--- src/common/mgu_pkg.sv ---
package mgu_pkg;
  // core access and apb address widths
  localparam int MGU_PHYS_W = 20;
  localparam int MGU_PC_W = 16;
  localparam int MGU_PADDR_W = 16;
  // register indices as printed; byte address is four times the index
  localparam logic [11:0] MGU_IDX_PROT_MODE = 12'h440;
  localparam logic [11:0] MGU_IDX_STACK_CTRL = 12'h444;
  localparam logic [11:0] MGU_IDX_STACK_LOW = 12'h445;
  localparam logic [11:0] MGU_IDX_STACK_HIGH = 12'h446;
  localparam logic [11:0] MGU_IDX_SEG_CMP = 12'h448;
  localparam logic [11:0] MGU_IDX_GUARD_LO = 12'h460;
  localparam logic [11:0] MGU_IDX_GUARD_HI = 12'h461;
  localparam logic [11:0] MGU_IDX_IRQ_STAT = 12'h470;
  localparam logic [11:0] MGU_IDX_IRQ_MASK = 12'h471;
  // field positions
  localparam int MGU_BIT_BOTH_MODES = 0;
  localparam int MGU_BIT_STACK_EN = 0;
  localparam int MGU_SEG_MODE_LSB = 0;
  localparam int MGU_BIT_IRQ_STACK = 0;
  localparam int MGU_BIT_IRQ_GUARD = 1;
  localparam int MGU_IRQ_W = 2;
  // fixed low byte of the lower stack bound
  localparam logic [7:0] MGU_STACK_LOW_LSB = 8'h10;
  // reset values
  localparam logic [7:0] MGU_RST_BYTE = 8'h00;
  localparam logic [MGU_IRQ_W-1:0] MGU_RST_IRQ = 2'h0;
  // translation compare modes
  typedef enum logic [1:0] {
    MGU_SEG_OFF = 2'h0,
    MGU_SEG_6 = 2'h1,
    MGU_SEG_5 = 2'h2,
    MGU_SEG_4 = 2'h3
  } mgu_seg_mode_e;
  // one memory access offered by the core
  typedef struct packed {
    logic valid;
    logic write;
    logic stack;
    logic user_mode;
    logic [MGU_PHYS_W-1:0] addr;
  } mgu_access_s;
  // apb request from the master
  typedef struct packed {
    logic psel;
    logic penable;
    logic pwrite;
    logic [MGU_PADDR_W-1:0] paddr;
    logic [31:0] pwdata;
  } mgu_apb_req_s;
endpackage

--- src/rtl/mgu_guard.sv ---
`timescale 1ns/1ps
module mgu_guard #(
  parameter logic [7:0] STACK_HIGH_LSB = 8'hF0 // low byte of upper stack bound
) (
  input wire logic mclk_i, // 50 MHz processor clock
  input wire logic reset_i, // synchronous, active high
  input wire mgu_pkg::mgu_apb_req_s apb_i, // apb request group
  output logic [31:0] prdata_o, // apb read data
  output logic pready_o, // apb ready
  output logic pslverr_o, // apb error on unmapped address
  input wire mgu_pkg::mgu_access_s acc_i, // core memory access
  input wire logic [mgu_pkg::MGU_PC_W-1:0] pc_i, // core program counter
  output logic wr_block_o, // suppress the offered write
  output logic guard_viol_o, // write protection violation pulse
  output logic stack_viol_o, // stack limit violation pulse
  output logic data_xlate_o, // select data-type translation
  output logic irq_o // level interrupt
);
  import mgu_pkg::*;

  // software registers
  logic prot_mode_reg; // both-modes bit
  logic stack_en_reg; // stack check enable
  logic [7:0] stack_low_reg; // lower bound high byte
  logic [7:0] stack_high_reg; // upper bound high byte
  logic [7:0] seg_cmp_reg; // compare value and mode
  logic [7:0] guard_lo_reg; // ranges 0 to 7
  logic [7:0] guard_hi_reg; // ranges 8 to 15
  logic [MGU_IRQ_W-1:0] irq_stat_reg; // sticky events
  logic [MGU_IRQ_W-1:0] irq_mask_reg; // interrupt enables
  // output flops
  logic [31:0] prdata_reg; // read data
  logic pready_reg; // ready in access phase
  logic pslverr_reg; // error in access phase
  logic wr_block_reg; // write suppress
  logic stack_viol_reg; // stack violation
  logic xlate_reg; // translation select
  logic irq_reg; // interrupt level
  // combinational terms
  logic [11:0] idx; // register index from byte address
  logic addr_ok; // word aligned and mapped
  logic [31:0] rd_mux; // read value
  logic setup_ph; // apb setup cycle
  logic wr_go; // write takes effect
  logic rd_go; // read completes
  logic [15:0] guard_bits; // all range enables
  logic guard_applies; // mode allows protection
  logic guard_hit; // write hits enabled range
  logic [15:0] stk_addr; // stack address
  logic [15:0] low_bound; // full lower bound
  logic [15:0] high_bound; // full upper bound
  logic stack_hit; // out of range stack access
  logic xlate_next; // translation compare result
  logic [MGU_IRQ_W-1:0] irq_events; // events this cycle
  logic [MGU_IRQ_W-1:0] stat_next; // next status

  assign idx = apb_i.paddr[13:2];
  assign setup_ph = apb_i.psel && !apb_i.penable;
  assign wr_go = apb_i.psel && apb_i.penable && pready_reg && apb_i.pwrite && !pslverr_reg;
  assign rd_go = apb_i.psel && apb_i.penable && pready_reg && !apb_i.pwrite;

  // address decode and read value, upper bits read as zero
  always_comb begin
    addr_ok = (apb_i.paddr[1:0] == 2'h0) && (apb_i.paddr[15:14] == 2'h0);
    rd_mux = 32'h0000_0000;
    case (idx)
      MGU_IDX_PROT_MODE: rd_mux[MGU_BIT_BOTH_MODES] = prot_mode_reg;
      MGU_IDX_STACK_CTRL: rd_mux[MGU_BIT_STACK_EN] = stack_en_reg;
      MGU_IDX_STACK_LOW: rd_mux[7:0] = stack_low_reg;
      MGU_IDX_STACK_HIGH: rd_mux[7:0] = stack_high_reg;
      MGU_IDX_SEG_CMP: rd_mux[7:0] = seg_cmp_reg;
      MGU_IDX_GUARD_LO: rd_mux[7:0] = guard_lo_reg;
      MGU_IDX_GUARD_HI: rd_mux[7:0] = guard_hi_reg;
      MGU_IDX_IRQ_STAT: rd_mux[MGU_IRQ_W-1:0] = irq_stat_reg;
      MGU_IDX_IRQ_MASK: rd_mux[MGU_IRQ_W-1:0] = irq_mask_reg;
      default: addr_ok = 1'b0; // unmapped
    endcase
  end

  // apb answer prepared in setup, presented in access phase
  always_ff @(posedge mclk_i) begin
    if (reset_i) begin
      pready_reg <= 1'b0;
      pslverr_reg <= 1'b0;
      prdata_reg <= 32'h0000_0000;
    end else if (setup_ph) begin
      pready_reg <= 1'b1;
      pslverr_reg <= !addr_ok;
      prdata_reg <= addr_ok ? rd_mux : 32'h0000_0000;
    end else begin
      pready_reg <= 1'b0;
      pslverr_reg <= 1'b0;
    end
  end

  // control registers, only bit 0 is stored
  always_ff @(posedge mclk_i) begin
    if (reset_i) begin
      prot_mode_reg <= MGU_RST_BYTE[0];
      stack_en_reg <= MGU_RST_BYTE[0];
    end else if (wr_go) begin
      if (idx == MGU_IDX_PROT_MODE) begin
        prot_mode_reg <= apb_i.pwdata[MGU_BIT_BOTH_MODES];
      end
      if (idx == MGU_IDX_STACK_CTRL) begin
        stack_en_reg <= apb_i.pwdata[MGU_BIT_STACK_EN];
      end
    end
  end

  // byte wide registers and the interrupt mask
  always_ff @(posedge mclk_i) begin
    if (reset_i) begin
      stack_low_reg <= MGU_RST_BYTE;
      stack_high_reg <= MGU_RST_BYTE;
      seg_cmp_reg <= MGU_RST_BYTE;
      guard_lo_reg <= MGU_RST_BYTE;
      guard_hi_reg <= MGU_RST_BYTE;
      irq_mask_reg <= MGU_RST_IRQ;
    end else if (wr_go) begin
      case (idx)
        MGU_IDX_STACK_LOW: stack_low_reg <= apb_i.pwdata[7:0];
        MGU_IDX_STACK_HIGH: stack_high_reg <= apb_i.pwdata[7:0];
        MGU_IDX_SEG_CMP: seg_cmp_reg <= apb_i.pwdata[7:0];
        MGU_IDX_GUARD_LO: guard_lo_reg <= apb_i.pwdata[7:0];
        MGU_IDX_GUARD_HI: guard_hi_reg <= apb_i.pwdata[7:0];
        MGU_IDX_IRQ_MASK: irq_mask_reg <= apb_i.pwdata[MGU_IRQ_W-1:0];
        default: ; // others held elsewhere or unmapped
      endcase
    end
  end

  // write protection check
  always_comb begin
    guard_bits = {guard_hi_reg, guard_lo_reg};
    guard_applies = prot_mode_reg || acc_i.user_mode;
    guard_hit = acc_i.valid && acc_i.write && guard_applies &&
                guard_bits[acc_i.addr[MGU_PHYS_W-1:16]];
  end

  // stack bound check
  always_comb begin
    stk_addr = acc_i.addr[15:0];
    low_bound = {stack_low_reg, MGU_STACK_LOW_LSB};
    high_bound = {stack_high_reg, STACK_HIGH_LSB};
    stack_hit = stack_en_reg && acc_i.valid && acc_i.stack &&
                ((stk_addr < low_bound) || (stk_addr > high_bound));
  end

  // program counter compare for data-type translation
  always_comb begin
    case (mgu_seg_mode_e'(seg_cmp_reg[MGU_SEG_MODE_LSB +: 2]))
      MGU_SEG_OFF: xlate_next = 1'b0;
      MGU_SEG_6: xlate_next = (pc_i[15:10] == seg_cmp_reg[7:2]);
      MGU_SEG_5: xlate_next = (pc_i[15:11] == seg_cmp_reg[7:3]);
      MGU_SEG_4: xlate_next = (pc_i[15:12] == seg_cmp_reg[7:4]);
      default: xlate_next = 1'b0;
    endcase
  end

  // check results, one cycle after the access
  always_ff @(posedge mclk_i) begin
    if (reset_i) begin
      wr_block_reg <= 1'b0;
      stack_viol_reg <= 1'b0;
      xlate_reg <= 1'b0;
    end else begin
      wr_block_reg <= guard_hit;
      stack_viol_reg <= stack_hit;
      xlate_reg <= xlate_next;
    end
  end

  // sticky status, set wins over read clear
  always_comb begin
    irq_events = '0;
    irq_events[MGU_BIT_IRQ_STACK] = stack_hit;
    irq_events[MGU_BIT_IRQ_GUARD] = guard_hit;
    stat_next = irq_stat_reg;
    // clear only the bits the reader was shown, so an event caught at the setup edge survives
    if (rd_go && !pslverr_reg && idx == MGU_IDX_IRQ_STAT) begin
      stat_next = irq_stat_reg & ~prdata_reg[MGU_IRQ_W-1:0];
    end
    stat_next = stat_next | irq_events;
  end

  // status register and interrupt level
  always_ff @(posedge mclk_i) begin
    if (reset_i) begin
      irq_stat_reg <= MGU_RST_IRQ;
      irq_reg <= 1'b0;
    end else begin
      irq_stat_reg <= stat_next;
      irq_reg <= |(stat_next & irq_mask_reg);
    end
  end

  assign prdata_o = prdata_reg;
  assign pready_o = pready_reg;
  assign pslverr_o = pslverr_reg;
  assign wr_block_o = wr_block_reg;
  assign guard_viol_o = wr_block_reg;
  assign stack_viol_o = stack_viol_reg;
  assign data_xlate_o = xlate_reg;
  assign irq_o = irq_reg;
endmodule

--- config.mk ---
export PLATFORM = sky130hd
export DESIGN_NAME = mgu_guard
export DESIGN_NICKNAME = d
export VERILOG_FILES = /design/src/common/mgu_pkg.sv /design/src/rtl/mgu_guard.sv
export SDC_FILE = /design/constraint.sdc
export NUM_CORES = 1
export LEC_CHECK = 0
export BUFFER_PORTS_ARGS = -buffer_cell sky130_fd_sc_hd__buf_2
export CORE_MARGIN = 1.5
export CORE_UTILIZATION = 54
export DETAILED_ROUTE_END_ITERATION = 10
export PLACE_DENSITY = 0.86
export SYNTH_ARGS = -nofsm -noshare
export SYNTH_HDL_FRONTEND = slang
export SYNTH_SLANG_ARGS = --single-unit
--- constraint.sdc ---
create_clock -name mclk_i -period 3.87 [get_ports mclk_i]
set_input_delay 0.1935 -clock mclk_i [delete_from_list [all_inputs] [get_ports mclk_i]]
set_output_delay 0.1935 -clock mclk_i [all_outputs]
set_load 0.01 [all_outputs]
==> impl_metrics.ini, run 1 <==
[timing]
relSlewSlack = 0.3908
slew_violations = 0
finalSetupViolCount = 0
max_slew.worst_pin.slew_ns = 0.9068
fmax_ghz = 0.4643
fin_crit_ns = 2.154
tns_ns = 0
skew_ns = 0.009263
rsz0062_at_grt = no
finalHoldViolations = 0
fin_crit_sh = 0.5565

[route]
routedWlPerCell_um = 15.55
first_iter_violations = 200
vias = 3226
drc = 0
first_pass_iters = 5
via_per_inst = 5.887
ant_nets = 0
wirelength_um = 8519

[worst_setup_path]
crit_buf_inv = 0
crit_fanout = 9
cp-start-kind = flip-flop
cpPeakStageDelay_ns = 0.77
worst_setup_path_end_kind = flip-flop
critical_path_arrival_ns = 2.36
critical_path_class = flip-flop to flip-flop
required_ns = 4.07
crit_family = simple AND/OR/NAND/NOR gates
crit_chain = and4b_1, nand2_1, nor4_4, mux2i_1, nor2_1
slowest_stage = nor4_4

[die]
die_w_um = 84.56
ios = 132
core_area_mm2 = 0.006386
start_util = 0.5625
fp.dieArea_mm2 = 0.007150
num_rows = 29
die_y_um = 84.56

[global_routing]
grt_pass1_wl_um = 13960
grt_usage = 0.2476
grt_antenna_before_repair = 0
first_global_vias = 3031
grt_max_degree = 49
grt-ovfl-total = 0

[pwr]
p_clk_frac = 0.454
seq_power_share = 0.458
power.switching_mw = 0.3199
total_power_mw = 1.349
p_int_mw = 1.029
swShare = 0.2371
p_per_area_mw_per_mm2 = 328.5
ir_worst_vdd_v = 0.0002365
cellLeakagePower_nw = 1.577
p_comb_frac = 0.088

[logic_synthesis]
synth-async-reset-ratio = 0
ys_types = 56
synth_top_cell_by_area = dfxtp_1
syn_area_mm2 = 0.003592
yosysMostFrequentCell = dfxtp_1
synthTopCellsByArea = dfxtp_1 33%, mux2i_1 12%, buf_4 6.3%
synthFlopType = dfxtp_1
yosysSeqAreaShare = 0.3344
synth_top_cell_area_share = 0.3344
synth-edff-count = 0
ys_warn_count = 0
avgSynthCellArea_um2 = 8.958
syn-instance-count = 401
synth.ff_latch_count = 60
yosys-top-cells-count = 60 x dfxtp_1, 48 x nor2_1, 42 x mux2i_1

[clock_network]
postCtsHoldBufs = 0
cts.reportedPaths.clkPinSlew_ns = 0.07
cts_tree = yes
cts.sinks = 60
clock_path_buffers = 2
cts-buffers-inserted = 9
clk_latency_ns = 0.34
cts_setup_buffers = 0
ctsResizeCount = 0
root_buffer = clkbuf_8
cts_max_level = 3

[layout]
finalInstanceArea_mm2 = 0.004108
final_util = 0.6432
area_delta_synth_final_pct = 14.35
drive_gt1_frac = 0.2208
diodes = 0
fillers = 511
final_nets = 575

[hold_path]
hold_path.class = input pin to flip-flop

[flow_run]
drv_cap = 0

[placement]
dpl_cell_area_mm2 = 0.003886
gp_congestion = 0.8163
hpwl_um = 6441
io_buffers = 73

[run_status]
status = completed
through the flow:
step                hold WS (ns)  instances  worst slack (ns)
floorplan                 0.3340        424             2.027
global placement          0.4599        532             1.782
detailed placement        0.4635        532             1.732
CTS                       0.1341        548             1.726
global route              0.1443        548             1.572
finish                    0.1530        548             1.716
power by group through the flow:
stage	combinational, mW	sequential (mW)	clock, mW
finish	0.118	0.618	0.613
floorplan	0.0848	0.633	0
global placement	0.113	0.632	0
global route	0.131	0.618	0.650
CTS	0.117	0.618	0.618
detailed placement	0.117	0.632	0
layer usage:
metal	vias up	part of all wire	global-route usage
met5	-	0	0
met4	0	0.020	0.1129
met3	20	0.073	0.04621
met2	168	0.49	0.4228
met1	1499	0.42	0.3023
li1	1539	-	-
final cells by class:
class / instances / area [um2] / share of cell area
Multi-Input combinational cell: 300 / 2133 / 0.5193
Timing Repair Buffer: 75 / 380.4 / 0.09260
Tap cell: 77 / 96.34 / 0.02345
Clock buffer: 13 / 178.9 / 0.04356
Sequential cell: 60 / 1201 / 0.2924
Clock inverter: 3 / 42.54 / 0.01036
Inverter: 20 / 75.07 / 0.01828
placed cells by master (no fill, tap or decap), types with 4 or more instances in the layout:
cell type,n
dfxtp_1,60
o21ai_0,5
ha_1,16
nand2_1,32
nor3_1,6
mux2i_1,42
clkbuf_8,13
or4_1,4
a21oi_1,23
conb_1,24
nand4_1,7
mux4_1,4
xor2_1,4
nor2b_1,4
and2_1,6
buf_2,73
nor2_1,48
a22oi_1,8
a221oi_1,6
inv_1,20
nor4_1,7
a2bb2oi_1,7
kinds of logic (layout without fill, tap and decap cells):
family | after synthesis | count (layout) | synth area share
fa+ha+maj | 16 | 16 | 0.05573
buf+inv | 64 | 111 | 0.09927
compound gates | 69 | 69 | 0.1369
mux | 47 | 47 | 0.1526
other cells | 1 | 24 | 0.001044
simple gates | 138 | 138 | 0.2055
flops | 60 | 60 | 0.3344
xor+xnor | 6 | 6 | 0.01463
path summary, 6_finish.rpt:
| kind | slack (ns) | start | depth (start not counted) | to |
|---|---|---|---|---|
| worst max-delay path | 1.72 | pslverr_o | 5 | guard_hi_reg[7] |
| worst min-delay path | 0.15 | apb_i[6] | 3 | guard_lo_reg[6] |
| worst max register to register | 1.72 | pslverr_o | 5 | guard_hi_reg[7] |
| worst min register to register | 0.47 | guard_lo_reg[6] | 2 | guard_lo_reg[6] |
tightest hold or removal path, stage by stage:
cell	delay (ns)
buf_2	0.14
nand2_1	0.06
a21oi_1	0.05
Power figures use the tool's default switching activity.
==> inputs of run 2 (changes only) <==
--- a/config.mk
+++ b/config.mk
@@ -7,9 +7,9 @@
 export LEC_CHECK = 0
 export BUFFER_PORTS_ARGS = -buffer_cell sky130_fd_sc_hd__buf_2
 export CORE_MARGIN = 1.5
-export CORE_UTILIZATION = 54
+export CORE_UTILIZATION = 50
 export DETAILED_ROUTE_END_ITERATION = 10
-export PLACE_DENSITY = 0.86
+export PLACE_DENSITY = 0.81
 export SYNTH_ARGS = -nofsm -noshare
 export SYNTH_HDL_FRONTEND = slang
 export SYNTH_SLANG_ARGS = --single-unit
==> constraint.sdc (replaced) <==
create_clock -name mclk_i -period 2.2 [get_ports mclk_i]
set_input_delay 0.11 -clock mclk_i [delete_from_list [all_inputs] [get_ports mclk_i]]
set_output_delay 0.11 -clock mclk_i [all_outputs]
set_load 0.01 [all_outputs]
==> impl_metrics.ini, run 2 (synthesized netlist as in run 1, its figures left out) <==
[run_status]
status = completed

[clock_network]
cts_tree = yes
postCtsHoldBufs = 0
cts-buffers-inserted = 9
cts_max_level = 3
clk_latency_ns = 0.34
cts_setup_buffers = 0
root_buffer = clkbuf_8
cts.reportedPaths.clkPinSlew_ns = 0.07
cts.sinks = 60
clock_path_buffers = 2
ctsResizeCount = 0

[timing]
rsz0062_at_grt = no
holdWs_ns = 0.05061
finalHoldViolations = 0
tns_ns = 0
relSlewSlack = 0.5561
finalSetupViolCount = 0
skew_ns = 0.007885
fin_crit_sh = 0.8825
slew_violations = 0
max_slew.worst_pin.slew_ns = 0.6659
fin_crit_ns = 1.942
fmax_ghz = 0.5150

[layout]
final_common_cell = buf_2
area_delta_synth_final_pct = 15.22
drive_gt1_frac = 0.2306
diodes = 0
mostFrequentLayoutCells = 73 x buf_2, 60 x dfxtp_1, 48 x nor2_1
final_nets = 582
fillers = 618
finalInstanceArea_mm2 = 0.004139

[placement]
dpl_cell_area_mm2 = 0.003963
io_buffers = 73
gp_congestion = 0.8428
hpwl_um = 6570

[die]
num_rows = 30
fp.dieArea_mm2 = 0.007702
die_w_um = 87.76
die_y_um = 87.76
core_area_mm2 = 0.006869
start_util = 0.5230
ios = 132

[global_routing]
grt_usage = 0.2329
grt-ovfl-total = 0
grt_max_degree = 43
grt_antenna_before_repair = 0
grt_pass1_wl_um = 13660
first_global_vias = 2938

[worst_setup_path]
critical_path_class = flip-flop to flip-flop
cp-start-kind = flip-flop
required_ns = 2.43
worst_setup_path_end_kind = flip-flop
critical_path_arrival_ns = 2.17
crit_fanout = 3

[pwr]
cellLeakagePower_nw = 1.590
ir_worst_vdd_v = 0.0004012
p_per_area_mw_per_mm2 = 523.7

[route]
via_per_inst = 5.545
routedWlPerCell_um = 14.45
ant_nets = 0
vias = 3177
drc = 0
first_pass_iters = 5
first_iter_violations = 175
wirelength_um = 8278

[flow_run]
drv_cap = 0

[hold_path]
hold_path.class = input pin to flip-flop
[run 2: layout make-up]
type	count	area, um2	area share
Multi-Input combinational cell	300	2133	0.5154
Sequential cell	60	1201	0.2902
Timing Repair Buffer	82	432.9	0.1046
Clock buffer	11	151.4	0.03658
Tap cell	96	120.1	0.02902
Inverter	20	75.07	0.01814
Clock inverter	4	25.02	0.006046
[run 2: worst paths after layout]
path,from,end,slack [ns],depth (start not counted)
hold / removal,reset_i,stack_high_reg[0],0.05,2
setup reg to reg,guard_lo_reg[7],irq_o,0.26,4
hold reg to reg,guard_lo_reg[7],guard_lo_reg[7],0.49,2
setup / recovery,guard_lo_reg[7],irq_o,0.26,4
[run 2: metrics by stage]
stage,power [mW],std cells,setup WS [ns],utilization
2_1_floorplan,1.262,424,0.3571,-
3_3_place_gp,1.315,558,0.2948,0.5769
3_5_place_dp,1.322,558,0.2477,0.5769
4_1_cts,2.190,573,0.2448,0.6026
5_1_grt,2.268,573,0.1182,0.6026
6_report,2.168,573,0.2584,0.6026
[run 2: power by group]
part | internal [mW] | leakage (nW) | switching [mW] | total, mW
clock network | 0.458 | 0.0872 | 0.409 | 0.868
logic | 0.0812 | 1.02 | 0.131 | 0.212
registers | 1.09 | 0.483 | 0.000620 | 1.09
[run 2: worst max-delay path, stage by stage (launching register included)]
cell     delay [ns]
dfxtp_1        0.33
mux4_1         0.51
mux4_2         0.49
nor2b_4        0.15
a221o_1        0.35
[run 2: per-layer routing]
| metal | global-route usage | up-vias | part of all wire | routed length [um] |
|---|---|---|---|---|
| met5 | 0 | - | 0 | 0 |
| met4 | 0.08658 | 0 | 0.015 | 125 |
| met3 | 0.07352 | 14 | 0.067 | 551 |
| met2 | 0.3942 | 138 | 0.49 | 4029 |
| met1 | 0.2762 | 1467 | 0.43 | 3571 |
| li1 | - | 1558 | - | - |
